### config.mk
export PLATFORM = sky130hd
export DESIGN_NAME = fftbf_pipeline
export DESIGN_NICKNAME = d
export VERILOG_FILES = /design/src/fftbf_pipeline.v
export VERILOG_INCLUDE_DIRS = /design/src
export SDC_FILE = /design/constraint.sdc
export NUM_CORES = 2
export LEC_CHECK = 0
export BUFFER_PORTS_ARGS = -buffer_cell sky130_fd_sc_hd__buf_4
export CAP_MARGIN = 20
export CORE_MARGIN = 2
export CORE_UTILIZATION = 59
export DETAILED_ROUTE_END_ITERATION = 8
export MAX_ROUTING_LAYER = met4
export PLACE_DENSITY_LB_ADDON = 0.2
export SKIP_CTS_REPAIR_TIMING = 1
export SLEW_MARGIN = 20
export SYNTH_ARGS = -nofsm -noshare
export SYNTH_HDL_FRONTEND = slang
export SYNTH_SLANG_ARGS = --single-unit
### constraint.sdc
create_clock -name ref_clk -period 10.2 [get_ports ref_clk]
set_input_delay 1.02 -clock ref_clk [delete_from_list [all_inputs] [get_ports ref_clk]]
set_output_delay 1.02 -clock ref_clk [all_outputs]
set_load 0.05 [all_outputs]
### src/fftbf_defs.vh
// Constants for the FFT butterfly pipeline
`ifndef FFTBF_DEFS_VH
`define FFTBF_DEFS_VH

// Data, slice, product and address widths
`define FFTBF_DW        16
`define FFTBF_SLICE_W   8
`define FFTBF_PW        32
`define FFTBF_AW        12

// Schedule modes
`define FFTBF_MODE_W      2
`define FFTBF_MODE_SERIAL 2'h0
`define FFTBF_MODE_LOOP5  2'h1
`define FFTBF_MODE_LOOP4  2'h2

// Start intervals in cycles for each mode
`define FFTBF_GAP_W      4
`define FFTBF_GAP_SERIAL 4'h8
`define FFTBF_GAP_LOOP5  4'h5
`define FFTBF_GAP_LOOP4  4'h4
// Gap count at which the last start has reached stage 11; held once the pipe empties
`define FFTBF_GAP_IDLE   4'hc

// Stage numbers, counted from the start cycle
// Bus stages 0, 2, 9, 11: no two differ by 4, 5, 8 or 10
`define FFTBF_ST_RD_B   0
`define FFTBF_ST_RD_A   2
`define FFTBF_ST_CAP_B  1
`define FFTBF_ST_CAP_A  3
`define FFTBF_ST_M0     2
`define FFTBF_ST_M1     3
`define FFTBF_ST_M2     4
`define FFTBF_ST_M3     5
`define FFTBF_ST_RDIFF  4
`define FFTBF_ST_ISUM   6
`define FFTBF_ST_WR_A   9
`define FFTBF_ST_IBOUT  9
`define FFTBF_ST_WR_B   11
`define FFTBF_NSTAGE    12

// Butterfly tags: three in flight
`define FFTBF_TAG_W     2
`define FFTBF_NTAG      3
`define FFTBF_TAG_LAST  2'h2

`endif

### src/fftbf_pipeline.v
// Radix-2 butterfly processor with one shared multiplier
`include "fftbf_defs.vh"

module fftbf_pipeline #(
  parameter DW = `FFTBF_DW,
  parameter AW = `FFTBF_AW
) (
  // Clock and reset
  input  wire          ref_clk,
  input  wire          nrst,
  // Butterfly requests
  input  wire [`FFTBF_MODE_W-1:0] mode,
  input  wire          start,
  output wire          start_ready,
  input  wire [AW-1:0] a_addr,
  input  wire [AW-1:0] b_addr,
  // Twiddle sources
  input  wire          tw_use_gen,
  input  wire [DW-1:0] tw_rom_re,
  input  wire [DW-1:0] tw_rom_im,
  input  wire [DW-1:0] tw_gen_re,
  input  wire [DW-1:0] tw_gen_im,
  // Data memory bus
  output reg           mem_re,
  output reg           mem_we,
  output reg  [AW-1:0] mem_addr,
  output reg  [`FFTBF_TAG_W-1:0] mem_tag,
  output reg  [DW-1:0] mem_wdata_re,
  output reg  [DW-1:0] mem_wdata_im,
  input  wire [DW-1:0] mem_rdata_re,
  input  wire [DW-1:0] mem_rdata_im,
  // Completion
  output reg           bfly_done,
  output reg  [`FFTBF_TAG_W-1:0] bfly_done_tag
);

  // Per-butterfly working storage, indexed by tag
  reg [DW-1:0] ar   [0:`FFTBF_NTAG-1];
  reg [DW-1:0] ai   [0:`FFTBF_NTAG-1];
  reg [DW-1:0] br   [0:`FFTBF_NTAG-1];
  reg [DW-1:0] bi   [0:`FFTBF_NTAG-1];
  reg [DW-1:0] wr   [0:`FFTBF_NTAG-1];
  reg [DW-1:0] wi   [0:`FFTBF_NTAG-1];
  reg [DW-1:0] q0   [0:`FFTBF_NTAG-1];
  reg [DW-1:0] q1   [0:`FFTBF_NTAG-1];
  reg [DW-1:0] q2   [0:`FFTBF_NTAG-1];
  reg [DW-1:0] q3   [0:`FFTBF_NTAG-1];
  reg [DW-1:0] rdif [0:`FFTBF_NTAG-1];
  reg [DW-1:0] isum [0:`FFTBF_NTAG-1];
  reg [DW-1:0] bout [0:`FFTBF_NTAG-1];
  reg [AW-1:0] adra [0:`FFTBF_NTAG-1];
  reg [AW-1:0] adrb [0:`FFTBF_NTAG-1];

  // Stage pipe: valid bit and tag of the butterfly at each stage
  reg [`FFTBF_NSTAGE-1:0]              stv;
  reg [`FFTBF_NSTAGE*`FFTBF_TAG_W-1:0] stt;
  reg [`FFTBF_TAG_W-1:0]               cur_tag;
  reg [`FFTBF_GAP_W-1:0]               gap;
  reg [`FFTBF_GAP_W-1:0]               gap_need;
  wire go;

  function [`FFTBF_TAG_W-1:0] tag_at;
    input [`FFTBF_NSTAGE*`FFTBF_TAG_W-1:0] p;
    input integer s;
    begin
      tag_at = p[s*`FFTBF_TAG_W +: `FFTBF_TAG_W];
    end
  endfunction

  // One 8-bit slice adder/subtractor with carry cascade
  function [`FFTBF_SLICE_W:0] slice8;
    input [`FFTBF_SLICE_W-1:0] a;
    input [`FFTBF_SLICE_W-1:0] b;
    input                      sub;
    input                      cin;
    begin
      slice8 = {1'b0, a} + {1'b0, (sub ? ~b : b)}
             + {{`FFTBF_SLICE_W{1'b0}}, cin};
    end
  endfunction

  // 16-bit ALU from two cascaded slices
  function [`FFTBF_DW-1:0] alu16;
    input [`FFTBF_DW-1:0] a;
    input [`FFTBF_DW-1:0] b;
    input                 sub;
    reg   [`FFTBF_SLICE_W:0] lo;
    reg   [`FFTBF_SLICE_W:0] hi;
    begin
      lo = slice8(a[`FFTBF_SLICE_W-1:0], b[`FFTBF_SLICE_W-1:0], sub, sub);
      hi = slice8(a[`FFTBF_DW-1:`FFTBF_SLICE_W],
                  b[`FFTBF_DW-1:`FFTBF_SLICE_W], sub, lo[`FFTBF_SLICE_W]);
      alu16 = {hi[`FFTBF_SLICE_W-1:0], lo[`FFTBF_SLICE_W-1:0]};
    end
  endfunction

  // Start interval per mode
  always @* begin
    case (mode)
      `FFTBF_MODE_LOOP4: gap_need = `FFTBF_GAP_LOOP4;
      `FFTBF_MODE_LOOP5: gap_need = `FFTBF_GAP_LOOP5;
      default:           gap_need = `FFTBF_GAP_SERIAL;
    endcase
  end

  // Only the exact interval or a gap of 12 cycles or more avoids bus clashes;
  // mode must stay steady while butterflies are in flight
  assign start_ready = (gap == gap_need) || (gap == `FFTBF_GAP_IDLE);
  assign go          = start & start_ready;

  always @(posedge ref_clk or negedge nrst) begin
    if (!nrst) begin
      stv     <= {`FFTBF_NSTAGE{1'b0}};
      stt     <= {(`FFTBF_NSTAGE*`FFTBF_TAG_W){1'b0}};
      cur_tag <= {`FFTBF_TAG_W{1'b0}};
      gap     <= `FFTBF_GAP_IDLE;
    end else begin
      stv <= {stv[`FFTBF_NSTAGE-2:0], go};
      stt <= {stt[(`FFTBF_NSTAGE-1)*`FFTBF_TAG_W-1:0], cur_tag};
      if (go) begin
        cur_tag <= (cur_tag == `FFTBF_TAG_LAST) ? {`FFTBF_TAG_W{1'b0}}
                                                : cur_tag + 2'h1;
        gap     <= 4'h1;
      end else if (gap < `FFTBF_GAP_IDLE) begin
        gap <= gap + 4'h1;
      end
    end
  end

  // Shared multiplier: Y from a slice port, X from twiddle
  reg  [DW-1:0] real_mio;
  reg  [DW-1:0] imag_mio;
  reg  [DW-1:0] mul_y;
  reg  [DW-1:0] mul_x;
  wire [`FFTBF_PW-1:0] mul_p;
  wire [DW-1:0] multiplier_result_input_port;
  wire [`FFTBF_TAG_W-1:0] mt;

  // At most one butterfly sits in the multiply stages
  assign mt = stv[`FFTBF_ST_M0] ? tag_at(stt, `FFTBF_ST_M0) :
              stv[`FFTBF_ST_M1] ? tag_at(stt, `FFTBF_ST_M1) :
              stv[`FFTBF_ST_M2] ? tag_at(stt, `FFTBF_ST_M2) :
                                  tag_at(stt, `FFTBF_ST_M3);

  always @* begin
    real_mio = br[mt];
    imag_mio = bi[mt];
    mul_y    = real_mio;
    mul_x    = wr[mt];
    if (stv[`FFTBF_ST_M1]) begin
      mul_y = imag_mio;
      mul_x = wi[mt];
    end else if (stv[`FFTBF_ST_M2]) begin
      mul_y = imag_mio;
    end else if (stv[`FFTBF_ST_M3]) begin
      mul_x = wi[mt];
    end
  end

  assign mul_p = $signed(mul_x) * $signed(mul_y);
  // Low half dropped; keeps one bit of headroom per product
  assign multiplier_result_input_port = mul_p[`FFTBF_PW-1:DW];

  // Datapath storage updates
  wire [`FFTBF_TAG_W-1:0] t_cb = tag_at(stt, `FFTBF_ST_CAP_B);
  wire [`FFTBF_TAG_W-1:0] t_ca = tag_at(stt, `FFTBF_ST_CAP_A);
  wire [`FFTBF_TAG_W-1:0] t_rd = tag_at(stt, `FFTBF_ST_RDIFF);
  wire [`FFTBF_TAG_W-1:0] t_is = tag_at(stt, `FFTBF_ST_ISUM);
  wire [`FFTBF_TAG_W-1:0] t_wa = tag_at(stt, `FFTBF_ST_WR_A);
  wire [`FFTBF_TAG_W-1:0] t_ib = tag_at(stt, `FFTBF_ST_IBOUT);
  wire [`FFTBF_TAG_W-1:0] t_wb = tag_at(stt, `FFTBF_ST_WR_B);

  always @(posedge ref_clk) begin
    if (go) begin
      adra[cur_tag] <= a_addr;
      adrb[cur_tag] <= b_addr;
      wr[cur_tag]   <= tw_use_gen ? tw_gen_re : tw_rom_re;
      wi[cur_tag]   <= tw_use_gen ? tw_gen_im : tw_rom_im;
    end
    if (stv[`FFTBF_ST_CAP_B]) begin
      br[t_cb] <= mem_rdata_re;
      bi[t_cb] <= mem_rdata_im;
    end
    if (stv[`FFTBF_ST_CAP_A]) begin
      ar[t_ca] <= mem_rdata_re;
      ai[t_ca] <= mem_rdata_im;
    end
    if (stv[`FFTBF_ST_M0])
      q0[mt] <= multiplier_result_input_port; // BR*WR
    if (stv[`FFTBF_ST_M1])
      q1[mt] <= multiplier_result_input_port; // BI*WI
    if (stv[`FFTBF_ST_M2])
      q2[mt] <= multiplier_result_input_port; // BI*WR
    if (stv[`FFTBF_ST_M3])
      q3[mt] <= multiplier_result_input_port; // BR*WI
    if (stv[`FFTBF_ST_RDIFF])
      rdif[t_rd] <= alu16(q0[t_rd], q1[t_rd], 1'b1);
    if (stv[`FFTBF_ST_ISUM])
      isum[t_is] <= alu16(q2[t_is], q3[t_is], 1'b0);
    if (stv[`FFTBF_ST_IBOUT])
      bout[t_ib] <= alu16(ai[t_ib], isum[t_ib], 1'b1);
  end

  // Data bus: one registered access per cycle
  reg              next_re;
  reg              next_we;
  reg [AW-1:0]     next_addr;
  reg [`FFTBF_TAG_W-1:0] next_tag;
  reg [DW-1:0]     next_wre;
  reg [DW-1:0]     next_wim;

  always @* begin
    next_re   = 1'b0;
    next_we   = 1'b0;
    next_addr = mem_addr;
    next_tag  = mem_tag;
    next_wre  = mem_wdata_re;
    next_wim  = mem_wdata_im;
    if (stv[`FFTBF_ST_RD_B]) begin
      next_re   = 1'b1;
      next_tag  = tag_at(stt, `FFTBF_ST_RD_B);
      next_addr = adrb[next_tag];
    end else if (stv[`FFTBF_ST_RD_A]) begin
      next_re   = 1'b1;
      next_tag  = tag_at(stt, `FFTBF_ST_RD_A);
      next_addr = adra[next_tag];
    end else if (stv[`FFTBF_ST_WR_A]) begin
      next_we   = 1'b1;
      next_tag  = t_wa;
      next_addr = adra[t_wa];
      next_wre  = alu16(ar[t_wa], rdif[t_wa], 1'b0);
      next_wim  = alu16(ai[t_wa], isum[t_wa], 1'b0);
    end else if (stv[`FFTBF_ST_WR_B]) begin
      next_we   = 1'b1;
      next_tag  = t_wb;
      next_addr = adrb[t_wb];
      next_wre  = alu16(ar[t_wb], rdif[t_wb], 1'b1);
      next_wim  = bout[t_wb];
    end
  end

  // Cycle at stage 0 uses registers captured at the start
  always @(posedge ref_clk or negedge nrst) begin
    if (!nrst) begin
      mem_re        <= 1'b0;
      mem_we        <= 1'b0;
      mem_addr      <= {AW{1'b0}};
      mem_tag       <= {`FFTBF_TAG_W{1'b0}};
      mem_wdata_re  <= {DW{1'b0}};
      mem_wdata_im  <= {DW{1'b0}};
      bfly_done     <= 1'b0;
      bfly_done_tag <= {`FFTBF_TAG_W{1'b0}};
    end else begin
      mem_re        <= next_re;
      mem_we        <= next_we;
      mem_addr      <= next_addr;
      mem_tag       <= next_tag;
      mem_wdata_re  <= next_wre;
      mem_wdata_im  <= next_wim;
      bfly_done     <= stv[`FFTBF_ST_WR_B];
      bfly_done_tag <= t_wb;
    end
  end

endmodule

==> summary.md <==
| Metric | Value |
|---|---|
| Status | complete, no violations |
| Starting Density | 0.595 |
| Synthesized area | 44200 µm² |
| Highest clock rate | 0.107 GHz |
| Layout Skew | 0.0218 ns |
| Total CTS buffers | 81 |
| Clock Sinks | 789 |
| Final wirelength | 102000 µm |
| CTS max path bufs | 3 |
| XOR/XNOR Fraction of Synth Area | 0.0194 |
| Power per cell area | 133 nW/µm² |
| Synth Area in Adders | 0.173 |
| Vias | 27600 |
| Yosys cell types | 66 |
| Post-Syn Instances | 3613 |
| P&R area growth vs syn | 12.4% |
| NumNets Final | 4360 |
| DP HPWL | 71300 µm |
| Grt ovf | 0 |
| Setup-failing EPs final | 0 |
| Fin Setup TNS | 0 ns |
| Max-slew headroom | 0.281 |
| Drt pass-1 iters | 5 |
| Post-Syn Nets | 4184 |
| Placed cells | 4674 |
| Routability cong. | 0.887 |
| CTS tree | done |
| Critical-path maximum fanout | 13 |
| Mean post-synth cell area | 12.2 µm² |
| Die Ht | 278 µm |
| Root Driver | clkbuf_16 |
| Yosys Warn Count | 0 |
| Post-synth top flop | edfxtp_1 |
| GRT Util Overall | 0.277 |
| I/O pin cnt | 178 |
| Residual DRC count | 0 |
| Fin crit share | 0.914 |
| Post-synth EDFFs | 696 |
| Rows | 100 |
| Final Critical Period | 9.32 ns |
| DR WL/cell | 21.1 µm |
| CP Data Required Time | 10.52 ns |
| Final hold vios | 0 |
| Iter 0 DRT Violations | 2426 |
| Crit path from | stv[3] |
| Arr. time, crit path | 9.64 ns |
| Fill count | 5437 |
| Synth async-reset ratio | 0.118 |
| Compound-Gate Fraction of Synth Area | 0.0789 |
| Core area | 74300 µm² |
| Post-synthesis sequential area ratio | 0.526 |
| Mux share of post-synthesis cell area | 0.0690 |
| Die W | 278 µm |
| Vias per cell | 5.73 |
| Post-route ant nets | 0 |
| Post-route insts no fill | 4826 |
| Max cap viols | 0 |
| Setup crit end kind | flip-flop |
| Die area | 77100 µm² |
| WS Path Type | flip-flop to flip-flop |
| Maximum vdd drop | 0.000150 V |
| Share of layout cells above drive strength 1 | 0.155 |
| Worst r2r src | stv[3] |
| First-pass GRT wire length | 158000 µm |
| Leak | 0.0193 µW |
| Slew @ Worst Pin | 1.08 ns |
| Fin. max-slew vios | 0 |
| H-tree depth | 3 |
| CP startpoint kind | flip-flop |
| Number of synthesized register bits | 789 |
| Worst min path class | input pin to asynchronous set/reset pin |
| Vias in the first global route | 27900 |
| CTS clk-pin slew, worst paths | 0.06 ns |
| Largest net degree at the start of global routing | 69 |
| Clk Latency, worst-skew pair | 0.65 ns |
| Antenna violations before repair | 5 |
| Unrepaired setup endpoints after global routing | no |
| Synth Area in Simple Gates | 0.0871 |
| I/O Buffers | 177 |
| Largest family of logic cells by synthesized area | adder cells |
==> final timing paths <==
path / end / slack (ns) / depth (start not counted)
max: q0[1][11] / 0.88 / 27
min: mem_re / 0.32 / 1
max reg2reg: q0[1][11] / 0.88 / 27
min reg2reg: stt[16] / 0.35 / 0
max in group asynchronous: stt[13] / 8.59 / 2
min in group ref_clk: stt[16] / 0.35 / 0
==> sequential cells by signal, summed over array words and instances (netlist names), 2 cells and up <==
register / flops
isum: 48
q0: 48
stv: 12
mem_tag: 2
mem_wdata_im: 16
stt: 24
mem_wdata_re: 16
gap: 4
q3: 48
adrb: 36
adra: 36
ai: 48
bi: 48
q2: 48
rdif: 48
bfly_done_tag: 2
mem_addr: 12
bout: 48
wr: 48
br: 48
wi: 48
ar: 48
cur_tag: 2
q1: 48
==> cells by family after synthesis <==
family	after synthesis
mux	281
fa+ha+maj	445
simple gates	867
compound gates	593
buf+inv	540
flops	789
xor+xnor	98
==> area by class of cell <==
cell class                 instances  area, µm²  area share
inverter                         371       1390      0.0280
multi-input combinational       2284      19000       0.383
clock buffer                      97       2120      0.0426
sequential                       789      23300       0.468
timing repair buffer             262       2000      0.0402
antenna                            2       5.00    0.000101
clock inverter                    52        643      0.0129
tap                              969       1210      0.0244
==> stage by stage <==
stage	area [µm²]	util	total power [µW]	setup WS, ns	hold WS (ns)
3_3_place_gp	46900	0.631	3650	0.870	0.332
2_1_floorplan	44200	-	3580	1.19	0.331
6_report	49700	0.668	6620	0.877	0.321
5_1_grt	49700	0.668	6790	0.280	0.347
3_5_place_dp	46900	0.631	3650	0.675	0.335
4_1_cts	49600	0.668	6660	0.549	0.317
==> cell usage after synthesis, drive strengths merged (14+ instances only) <==
| cell type | n | share of area |
|---|---|---|
| mux2 | 39 | 0.0099 |
| nor2b | 19 | 0.0027 |
| mux2i | 228 | 0.052 |
| o21bai | 22 | 0.0037 |
| edfxtp | 696 | 0.47 |
| ha | 166 | 0.047 |
| nand2 | 356 | 0.030 |
| clkbuf | 127 | 0.011 |
| a21o | 42 | 0.0073 |
| fa | 279 | 0.13 |
| nand2b | 17 | 0.0024 |
| mux4 | 14 | 0.0071 |
| xnor2 | 66 | 0.013 |
| a21oi | 190 | 0.022 |
| nor2 | 262 | 0.022 |
| or2 | 114 | 0.016 |
| o21a | 34 | 0.0058 |
| o21ai | 228 | 0.026 |
| xor2 | 32 | 0.0063 |
| buf | 42 | 0.0042 |
| dfrtp | 91 | 0.052 |
| inv | 371 | 0.032 |
| a31oi | 17 | 0.0024 |
| and2 | 16 | 0.0023 |
| nand3 | 32 | 0.0036 |
| nor3 | 23 | 0.0026 |
==> worst max-delay path: stages, from the launching register on <==
cell      delay [ns]
dfrtp_1         0.47
inv_1           0.22
a311oi_2        0.12
buf_4           0.21
a21oi_4         0.53
buf_12          0.23
nand3_1         0.07
a31oi_1         0.74
buf_4           0.33
nor2_1          0.08
fa_1            0.50
inv_1           0.05
fa_1            0.46
fa_1            0.51
fa_1            0.56
inv_1           0.06
fa_1            0.50
fa_1            0.42
ha_1            0.32
a21o_1          0.18
a21oi_1         0.16
o221ai_1        0.18
o221a_2         0.28
nor2_1          0.23
nor3_1          0.09
a31oi_1         0.54
o211ai_1        0.24
xor2_1          0.69
==> power by group <==
part	switching, µW	internal, µW
Combinational	44.9	40.6
Clock	1260	1780
Sequential	0	3490
==> routing by layer <==
layer | GRT usage | vias up | wire length (µm)
met4 | 0.0815 | 0 | 2670
li1 | - | 12800 | -
met1 | 0.381 | 13800 | 43500
met5 | - | - | 0
met3 | 0.0343 | 164 | 6690
met2 | 0.438 | 927 | 49000
==> cell usage in the layout (no fill, tap or decap), types with 9 or more instances in the layout <==
master	Yosys	routed
a31oi_1	17	17
mux2_2	39	39
or2_2	114	114
fa_1	279	279
buf_4	3	259
a211oi_1	9	9
o211ai_1	12	12
a21oi_1	190	188
and2_1	16	16
clkbuf_16	0	81
xnor2_1	66	65
inv_1	371	371
o21bai_1	22	22
nand2b_1	17	17
nor2_1	262	259
edfxtp_1	696	696
dfrtp_1	91	82
xor2_1	32	32
o21ai_0	223	223
bufinv_16	0	11
nand3_1	32	32
a21o_1	41	41
clkbuf_1	127	13
nor3_1	23	17
o21a_1	34	34
clkinv_1	0	11
ha_1	166	166
mux2i_1	227	227
nor2b_1	19	19
clkinv_2	0	16
nand2_1	356	356
mux4_2	14	14
Power figures use the tool's default switching activity.
